<file path="src/hw/can_xcvr_cfg.svh">
`ifndef CAN_XCVR_CFG_SVH
`define CAN_XCVR_CFG_SVH

// ****************************************
// Clock and time-outs
// ****************************************
`define CLK_PERIOD_NS 4
`define TXD_TIMEOUT_NS 100000
`define BUS_TIMEOUT_NS 100000
// Least times: round up to whole cycles
`define TXD_TIMEOUT_CYC ((`TXD_TIMEOUT_NS + `CLK_PERIOD_NS - 1) / `CLK_PERIOD_NS)
`define BUS_TIMEOUT_CYC ((`BUS_TIMEOUT_NS + `CLK_PERIOD_NS - 1) / `CLK_PERIOD_NS)

// ****************************************
// Event flag positions and reset values
// ****************************************
`define FLAG_WAKE 0
`define FLAG_CLAMP 1
`define FLAG_SHORT 2
`define FLAG_BUS 3
`define FLAG_COUNT 4
`define FLAG_RESET 4'h0

`endif

</file>
<file path="src/hw/can_xcvr_pkg.sv">
package can_xcvr_pkg;

  // ****************************************
  // Modes
  // ****************************************
  typedef enum logic [2:0] {
    CHIP_INIT, CHIP_NORMAL, CHIP_STOP, CHIP_SLEEP,
    CHIP_RESTART, CHIP_FAILSAFE, CHIP_SWFLASH
  } chip_mode_e;

  typedef enum logic [1:0] {XCVR_OFF, XCVR_WAKE, XCVR_NORMAL, XCVR_RXONLY} xcvr_mode_e;

  typedef enum logic [2:0] {
    DIAG_NONE, DIAG_TXD_GND, DIAG_TXRX_SHORT, DIAG_RXD_RECESSIVE,
    DIAG_DOM_CLAMP, DIAG_OVERTEMP, DIAG_BUS_SHORT
  } diag_e;

  // ****************************************
  // Carriers
  // ****************************************
  typedef struct packed {
    logic supplyLow;
    logic regUndervoltage;
    logic overTemp;
    logic txRxShort;
    logic busShort;
  } fault_in_s;

  typedef struct packed {
    logic txdTimeout;
    logic domClamp;
    logic txRxShort;
    logic rxdClamp;
    logic overTemp;
  } inhibit_s;

endpackage : can_xcvr_pkg

</file>
<file path="src/hw/can_transceiver_mode_supervisor.sv">
`timescale 1ns/100ps
`include "can_xcvr_cfg.svh"
// Notes on behaviour
// RULE_01: Receive-only disables driver, receiver stays on.
// RULE_02: Low battery: bus lines high impedance.
// RULE_03: Transceiver mode limited by chip mode.
// RULE_04: Own mode changes stay within allowed set.
// RULE_05: Sleep/stop: wake receiver replaces normal receiver.
// RULE_06: Wake during sleep command forces restart.
// RULE_07: Host selects wake-capable before sleep/stop.
// RULE_08: Host changes mode, sleep in separate commands.
// RULE_09: Wake in sleep moves chip to restart.
// RULE_10: All failures reported; time-out as TxD-ground. No code for supplyLow or regUndervoltage.
// RULE_11: Local failure or clamp forces receive-only.
// RULE_12: TxD time-out stops driver until SPI.
// RULE_13: Bus clamp: receive-only, flag, interrupt.
// RULE_14: TxD-RxD short inhibits driver, flags, interrupts.
// RULE_15: Host should cut transceiver supply on short.
// RULE_16: Overtemp off; resume after TxD recessive edge.
// RULE_17: RxD recessive clamp holds transmitter off.
// RULE_18: Uses regulator undervoltage; host may switch off.
// RULE_19: Bus short sets flag, interrupt, keeps mode.
// RULE_20: Host detects high-low line short itself.
// RULE_21: Split output on in normal, receive-only.
// RULE_22: Wake-capable re-armed only after other mode.
// RULE_23: Off mode ignores bus wake events.
// RULE_24: Time-outs are counters reset by recessive.
// RULE_25: Each inhibit latched; driver needs none set.
module can_transceiver_mode_supervisor
  import can_xcvr_pkg::*;
#(
  parameter int TXD_TO_CYC = `TXD_TIMEOUT_CYC,
  parameter int BUS_TO_CYC = `BUS_TIMEOUT_CYC
) (
  // Clock and reset
  input wire logic clock,
  input wire logic rst,
  // Chip mode and SPI mode requests
  input wire chip_mode_e chipMode,
  input wire logic sleepCmdBusy,
  input wire logic modeReqValid,
  input wire xcvr_mode_e modeReq,
  // Event flag clear and interrupt mask
  input wire logic [`FLAG_COUNT-1:0] flagClear,
  input wire logic [`FLAG_COUNT-1:0] intMask,
  // Host and analog side
  input wire logic txdIn,
  input wire logic busDominant,
  input wire logic rxdSense,
  input wire logic busWake,
  input wire fault_in_s faults,
  // Analog controls
  output logic driveDominant_r,
  output logic normalRxEn_r,
  output logic wakeRxEn_r,
  output logic busHiZ_r,
  output logic splitEn_r,
  // Host and chip state machine
  output logic rxdOut_r,
  output logic intN_r,
  output logic restartReq_r,
  output xcvr_mode_e xcvrMode_r,
  output diag_e diagCode_r,
  output inhibit_s inhibit_r,
  output logic [`FLAG_COUNT-1:0] flags_r
);

  // ****************************************
  // Mode permission
  // ****************************************
  function automatic logic allowed(input chip_mode_e c, input xcvr_mode_e m);
    unique case (c)
      CHIP_INIT: allowed = (m == XCVR_OFF);
      CHIP_NORMAL: allowed = 1'b1;
      CHIP_STOP, CHIP_SLEEP, CHIP_RESTART: allowed = (m == XCVR_OFF) || (m == XCVR_WAKE);
      CHIP_FAILSAFE: allowed = (m == XCVR_WAKE);
      CHIP_SWFLASH: allowed = (m == XCVR_NORMAL);
      default: allowed = 1'b0;
    endcase
  endfunction : allowed

  function automatic xcvr_mode_e fallback(input chip_mode_e c);
    unique case (c)
      CHIP_INIT: fallback = XCVR_OFF;
      CHIP_SWFLASH: fallback = XCVR_NORMAL;
      default: fallback = XCVR_WAKE;
    endcase
  endfunction : fallback

  localparam int TW = $clog2(TXD_TO_CYC + 1);
  localparam int BW = $clog2(BUS_TO_CYC + 1);

  logic armed_r, armed_nxt;
  logic txdPrev_r, txdPrev_nxt;
  logic [TW-1:0] txdCnt_r, txdCnt_nxt;
  logic [BW-1:0] busCnt_r, busCnt_nxt;
  xcvr_mode_e xcvrMode_nxt;
  inhibit_s inhibit_nxt;
  diag_e diagCode_nxt;
  logic [`FLAG_COUNT-1:0] flags_nxt;
  logic driveDominant_nxt, normalRxEn_nxt, wakeRxEn_nxt, busHiZ_nxt, splitEn_nxt;
  logic rxdOut_nxt, intN_nxt, restartReq_nxt;
  logic reqOk, spiNormal, txdTo, busTo, wakeOk, rxClampNow, localFail, driverOk;
  logic [`FLAG_COUNT-1:0] flagSet;

  // ****************************************
  // Supervision next state
  // ****************************************
  always_comb begin
    // Wake-capable refused until the host has chosen another mode since the last wake
    reqOk = modeReqValid && allowed(chipMode, modeReq) && !(modeReq == XCVR_WAKE && !armed_r); // RULE_03 RULE_22
    spiNormal = reqOk && (modeReq == XCVR_NORMAL);
    // Counters restart on recessive and saturate at the limit
    txdCnt_nxt = txdIn ? '0 : (txdCnt_r == TW'(TXD_TO_CYC)) ? txdCnt_r : txdCnt_r + 1'b1; // RULE_24
    busCnt_nxt = !busDominant ? '0 : (busCnt_r == BW'(BUS_TO_CYC)) ? busCnt_r : busCnt_r + 1'b1; // RULE_24
    txdTo = !txdIn && (txdCnt_r == TW'(TXD_TO_CYC - 1));
    busTo = busDominant && (busCnt_r == BW'(BUS_TO_CYC - 1));
    rxClampNow = busDominant && rxdSense && normalRxEn_r;
    wakeOk = busWake && (xcvrMode_r == XCVR_WAKE) && armed_r; // RULE_23
    txdPrev_nxt = txdIn;

    inhibit_nxt = inhibit_r;
    if (spiNormal) begin
      inhibit_nxt.txdTimeout = 1'b0; // RULE_12
      inhibit_nxt.domClamp = 1'b0; // RULE_13
      inhibit_nxt.txRxShort = 1'b0; // RULE_14
      inhibit_nxt.rxdClamp = 1'b0; // RULE_17
    end
    if (txdTo) inhibit_nxt.txdTimeout = 1'b1; // RULE_12 RULE_25
    if (busTo) inhibit_nxt.domClamp = 1'b1; // RULE_13 RULE_25
    if (faults.txRxShort) inhibit_nxt.txRxShort = 1'b1; // RULE_14 RULE_25
    if (rxClampNow) inhibit_nxt.rxdClamp = 1'b1; // RULE_17 RULE_25
    // Released only by a recessive edge once cool, so no half bit leaks out
    if (faults.overTemp) begin
      inhibit_nxt.overTemp = 1'b1; // RULE_16
    end else if (txdIn && !txdPrev_r) begin
      inhibit_nxt.overTemp = 1'b0; // RULE_16
    end
    localFail = txdTo || faults.txRxShort || rxClampNow;

    xcvrMode_nxt = xcvrMode_r;
    if (reqOk) xcvrMode_nxt = modeReq; // RULE_01
    if ((localFail || busTo) && allowed(chipMode, XCVR_RXONLY)) begin
      xcvrMode_nxt = XCVR_RXONLY; // RULE_11 RULE_04
    end
    // Leaving normal chip mode drops a disallowed mode to off in init, normal in software flash, else wake-capable
    if (!allowed(chipMode, xcvrMode_nxt)) xcvrMode_nxt = fallback(chipMode); // RULE_03 RULE_05

    armed_nxt = armed_r;
    if (wakeOk) begin
      armed_nxt = 1'b0; // RULE_22
    end else if (reqOk && modeReq != XCVR_WAKE) begin
      armed_nxt = 1'b1; // RULE_22
    end
    // Wake during a sleep command overrides it; the chip state machine takes the request
    restartReq_nxt = wakeOk && (sleepCmdBusy || chipMode == CHIP_SLEEP
                     || chipMode == CHIP_FAILSAFE); // RULE_06 RULE_09

    flagSet = '0;
    flagSet[`FLAG_WAKE] = wakeOk;
    flagSet[`FLAG_CLAMP] = busTo; // RULE_13
    flagSet[`FLAG_SHORT] = faults.txRxShort; // RULE_14
    flagSet[`FLAG_BUS] = faults.busShort; // RULE_19
    // Set wins over a clear in the same cycle
    flags_nxt = (flags_r & ~flagClear) | flagSet;
    intN_nxt = ~|(flags_nxt & ~intMask); // RULE_13 RULE_14 RULE_19

    if (inhibit_nxt.txdTimeout) diagCode_nxt = DIAG_TXD_GND; // RULE_10
    else if (inhibit_nxt.txRxShort) diagCode_nxt = DIAG_TXRX_SHORT; // RULE_10
    else if (inhibit_nxt.rxdClamp) diagCode_nxt = DIAG_RXD_RECESSIVE;
    else if (inhibit_nxt.domClamp) diagCode_nxt = DIAG_DOM_CLAMP;
    else if (inhibit_nxt.overTemp) diagCode_nxt = DIAG_OVERTEMP;
    else if (flags_nxt[`FLAG_BUS]) diagCode_nxt = DIAG_BUS_SHORT;
    else diagCode_nxt = DIAG_NONE;

    // Driver needs normal mode, no latched inhibit and a healthy supply
    driverOk = (xcvrMode_nxt == XCVR_NORMAL) && !(|inhibit_nxt)
               && !faults.supplyLow && !faults.regUndervoltage; // RULE_01 RULE_18 RULE_25
    driveDominant_nxt = driverOk && !txdIn;
    busHiZ_nxt = faults.supplyLow || !driverOk; // RULE_02
    normalRxEn_nxt = !faults.supplyLow
                     && (xcvrMode_nxt == XCVR_NORMAL || xcvrMode_nxt == XCVR_RXONLY); // RULE_01
    wakeRxEn_nxt = !faults.supplyLow && (xcvrMode_nxt == XCVR_WAKE); // RULE_05
    splitEn_nxt = normalRxEn_nxt; // RULE_21
    // RxD is held low after a wake so the host sees it
    rxdOut_nxt = normalRxEn_nxt ? !busDominant : !flags_nxt[`FLAG_WAKE];
  end

  always_ff @(posedge clock) begin
    if (rst) begin
      xcvrMode_r <= XCVR_OFF;
      inhibit_r <= '0;
      flags_r <= `FLAG_RESET;
      armed_r <= 1'b1;
      txdPrev_r <= 1'b1;
      txdCnt_r <= '0;
      busCnt_r <= '0;
      diagCode_r <= DIAG_NONE;
      driveDominant_r <= 1'b0;
      busHiZ_r <= 1'b1;
      normalRxEn_r <= 1'b0;
      wakeRxEn_r <= 1'b0;
      splitEn_r <= 1'b0;
      rxdOut_r <= 1'b1;
      intN_r <= 1'b1;
      restartReq_r <= 1'b0;
    end else begin
      xcvrMode_r <= xcvrMode_nxt;
      inhibit_r <= inhibit_nxt;
      flags_r <= flags_nxt;
      armed_r <= armed_nxt;
      txdPrev_r <= txdPrev_nxt;
      txdCnt_r <= txdCnt_nxt;
      busCnt_r <= busCnt_nxt;
      diagCode_r <= diagCode_nxt;
      driveDominant_r <= driveDominant_nxt;
      busHiZ_r <= busHiZ_nxt;
      normalRxEn_r <= normalRxEn_nxt;
      wakeRxEn_r <= wakeRxEn_nxt;
      splitEn_r <= splitEn_nxt;
      rxdOut_r <= rxdOut_nxt;
      intN_r <= intN_nxt;
      restartReq_r <= restartReq_nxt;
    end
  end
endmodule : can_transceiver_mode_supervisor

</file>
<file path="config.mk">
export PLATFORM = sky130hd
export DESIGN_NAME = can_transceiver_mode_supervisor
export DESIGN_NICKNAME = d
export VERILOG_FILES = /design/src/hw/can_xcvr_pkg.sv /design/src/hw/can_transceiver_mode_supervisor.sv
export VERILOG_INCLUDE_DIRS = /design/src /design/src/hw
export SDC_FILE = /design/constraint.sdc
export NUM_CORES = 1
export LEC_CHECK = 0
export ABC_CLOCK_PERIOD_IN_PS = 2450
export BUFFER_PORTS_ARGS = -buffer_cell sky130_fd_sc_hd__buf_4
export CAP_MARGIN = 20
export CORE_ASPECT_RATIO = 0.8
export CORE_MARGIN = 10
export CORE_UTILIZATION = 54
export CTS_CLUSTER_DIAMETER = 100
export CTS_CLUSTER_SIZE = 40
export DETAILED_ROUTE_END_ITERATION = 8
export GPL_TIMING_DRIVEN = 0
export PLACE_DENSITY_LB_ADDON = 0.3
export SLEW_MARGIN = 15
export SYNTH_ARGS = -nofsm -noshare
export SYNTH_HDL_FRONTEND = slang
export SYNTH_SLANG_ARGS = --single-unit
export TNS_END_PERCENT = 100
</file>
<file path="constraint.sdc">
create_clock -name clock -period 2.45 [get_ports clock]
set_input_delay 0.245 -clock clock [delete_from_list [all_inputs] [get_ports clock]]
set_output_delay 0.245 -clock clock [all_outputs]
set_load 0.01 [all_outputs]
</file>
==> impl_summary.md <==
Run status
The run finished with clean final reports.

Worst setup path
The worst endpoint data arrival time is ~2.5 ns. In this run the worst path has a maximum fanout of 5. The worst setup path is launched from a flip-flop. The required time at the worst-slack endpoint is around 2.7 ns. The kind of capture point of the worst setup path is a flip-flop.

The origin of the critical flop-to-flop path is txdCnt_r[0]$_SDFFE_PP0P_. The slack of the worst reg-to-reg path is 0.20 ns. The critical path is of the flip-flop to flip-flop type. The length in cells of the worst reg-to-reg path is 7. The worst register-to-register path ends at rxdOut_r$_SDFF_PP1_.

Logic synthesis
The number of nets handed over by synthesis was ~320. The area share of the largest cell type after synthesis is 0.432. The count of flip-flops with a built-in enable after synthesis is 0.

The most common cell in the netlist is dfxtp_1. The number of distinct standard cells referenced by the synthesized netlist is 51. In the synthesized netlist the async set-or-reset flop fraction comes to 0. After synthesis, the most frequently instantiated cells are dfxtp_1, nor2_1, nand2_1. Of the synthesized area, sequential elements account for 0.432. The synthesized netlist occupies a cell area of 2460 µm². The post-synthesis average cell area is 8.63 µm². Of all cell types, the one taking the most synthesized area is dfxtp_1. For this run, the leading register cell type out of synthesis is dfxtp_1. The warning count from the yosys run is 0. Yosys attributes the largest share of cell area to dfxtp_1, nor2_1, xor2_1. The cell count after synthesis is 285. The synthesized flop and latch total is 53.

Floorplanning
In this run the standard cell core region covers 4280 µm². The die covers 7670 µm². For this configuration, the core starts out at a cell density of 0.574. The count of pins on the block boundary is 48. The horizontal die dimension is 95.4 µm. From bottom edge to top edge, the die measures 80.4 µm.

The floorplan has 21 rows.

STA
The worst max-slew margin expressed relative to the limit is 0.673. The fmax is 444 MHz. The hold slack is 0.121 ns.

The setup total negative slack is 0 ns. Dividing the final minimum period by the clock period gives 0.919. The clock period minus final worst setup slack is 2.25 ns. The max-slew violation count was 0. Clock skew on the completed layout was measured at 0.00537 ns. The number of hold violations in the final report came to 0. The slew of the pin with the lowest slew margin is 0.483 ns. The setup-violating endpoint count in the final report is 0. Setup repair after global routing left no endpoint under its margin.

Clock tree
The H-tree generated during clock tree synthesis spans 2 levels. Post-CTS repair changed the size of 0 cells. The number of post-CTS setup repair buffers is 0. The number of buffers between clock root and the deepest sink is 2. The clock-pin slew of the registers on the worst-case setup and hold paths is 0.09 ns. The root buffer cell is clkbuf_8. For this design, the sink count on the clock tree is 53. The number of buffers created by CTS is 5. TritonCTS built the clock tree. The worst-skew pair later-pin latency is 0.30 ns. In this run, post-CTS hold repair placed 0 buffers.

Global routing
Entering global routing, the biggest net connects 16 pins. After global routing the overflow that remains totals 0. The number of antenna violations at the first check in global routing was 0. The combined global-route utilization of all metal layers is 0.151. The first-pass GRT wire length is about 9.4 mm. The via count of the first global-routing pass is 1988.

Final layout
The synthesis-to-layout area growth is 20.0%. The repair_antennas step left the layout with diodes totalling 0. The footprint of the flip-flops and latches is 1060 µm².

The fraction of final layout cells with drive strength greater than 1 is 0.198. In the final layout, the multi-input gates occupy 1300 µm². The fill cell total of the finished layout is 370. The count of nets after finishing is between 300 and 400.

Power
In this run the power density over the cells is 521 nW/µm². The worst-case vdd ir drop is 0.000423 V. The static leakage power is 1.17 nW.

Worst hold path
The worst hold path begins at faults[4]. The worst hold path terminates at splitEn_r$_SDFF_PP0_. Counting instances, the worst hold path has a depth of 2. The path category of the worst min-delay check is input port to flip-flop.

Drt
Dividing the detail-routed wire length by the instance count gives 14.5 µm. The number of remaining DRC errors is 0. Summing over every cut layer, the via total after detailed routing is 2136. The iteration-0 DRC count of the detailed router is 144.

The first-pass iteration count of the detailed router is 4. The number of nets with antenna violations after detailed routing is 0. The mean number of vias per cell is about 5.4. For this block, the routed nets add up to roughly 5.7 mm of wire.

Placement
The number of I/O port buffers is 45. Routability-driven placement finished with a final weighted congestion of 0.846. The final HPWL from detailed placement is 4.48 mm.

Flow run
The number of violations of the max-capacitance limit is 0.
[routing by layer]
layer	part of all wire	vias to the layer above	global-route usage
met3	0.085	7	0.0567
met5	0	-	0
met1	0.46	986	0.197
met2	0.44	52	0.229
met4	0.013	0	0.0412
li1	-	1091	-
[through the flow]
stage                     cell area, µm²  utilization  setup slack (ns)  power [mW]  cells
final                               2950        0.689             0.198        1.54    395
after global routing                2950        0.689             0.102        1.61    395
after CTS                           2950        0.689             0.260        1.55    395
after detailed placement            2870        0.670             0.308        1.09    387
after global placement              2870        0.670             0.456        1.09    387
after floorplan                     2460            -             0.607        1.01    285
[registers in the layout, summed over array words and instances (netlist names), 2 cells and up]
name and count:
busCnt_r 15, diagCode_r 3, flags_r 4, inhibit_r 5
txdCnt_r 15, xcvrMode_r 2
[worst max-delay path by stage]
stage                                        start                    endpoint  slack [ns]  cells after the start
after floorplan                        chipMode[2]  driveDominant_r$_SDFF_PP0_        0.61                      7
after global placement    txdCnt_r[0]$_SDFFE_PP0P_         rxdOut_r$_SDFF_PP1_        0.46                      7
after detailed placement  txdCnt_r[0]$_SDFFE_PP0P_         rxdOut_r$_SDFF_PP1_        0.31                      7
after CTS                 txdCnt_r[0]$_SDFFE_PP0P_         rxdOut_r$_SDFF_PP1_        0.26                      7
after global routing      txdCnt_r[0]$_SDFFE_PP0P_         rxdOut_r$_SDFF_PP1_        0.10                      7
final                     txdCnt_r[0]$_SDFFE_PP0P_         rxdOut_r$_SDFF_PP1_        0.20                      7
[worst max-delay path, stage by stage, from the launching register on]
cell	delay, ns
dfxtp_1	0.41
ha_1	0.24
nor4bb_1	0.46
nand4_1	0.25
a31oi_1	0.24
a211oi_1	0.11
nor2_1	0.26
mux2i_1	0.22
[layout make-up]
| class | instances | share of cell area |
|---|---|---|
| clock inverter | 2 | 0.00339 |
| timing repair buffer | 45 | 0.115 |
| sequential | 53 | 0.360 |
| buffer | 11 | 0.0161 |
| tap | 57 | 0.0242 |
| inverter | 13 | 0.0165 |
| multi-input combinational | 208 | 0.441 |
| clock buffer | 6 | 0.0246 |
[layout by cell type (no fill, tap or decap), drive strengths merged, types with 3 or more instances in the layout]
cell type,Yosys,layout
a31oi,3,3
nor2b,4,4
dfxtp,53,53
nand2b,7,7
xnor2,7,7
nor4bb,4,4
nand4,7,7
ha,4,4
o21ai,11,11
and4,3,3
clkbuf,8,14
a21oi,20,20
or3,7,7
xor2,13,13
nor3,5,5
nor2,46,46
and3,7,7
nand3,9,9
buf,3,48
inv,13,13
nand2,21,21
[report_power, final]
group | switching [mW] | internal (mW) | leakage [nW]
sequential | 0.0128 | 0.882 | 0.431
clock | 0.266 | 0.199 | 0.0450
combinational | 0.0908 | 0.0863 | 0.690
[logic make-up after synthesis]
| family | after synthesis | synth area share |
|---|---|---|
| simple gates | 131 | 0.281 |
| flops | 53 | 0.432 |
| compound gates | 49 | 0.139 |
| buf+inv | 24 | 0.0392 |
| xor+xnor | 20 | 0.0712 |
| mux | 4 | 0.0173 |
| fa+ha+maj | 4 | 0.0204 |
(Power assumes the default switching activity.)
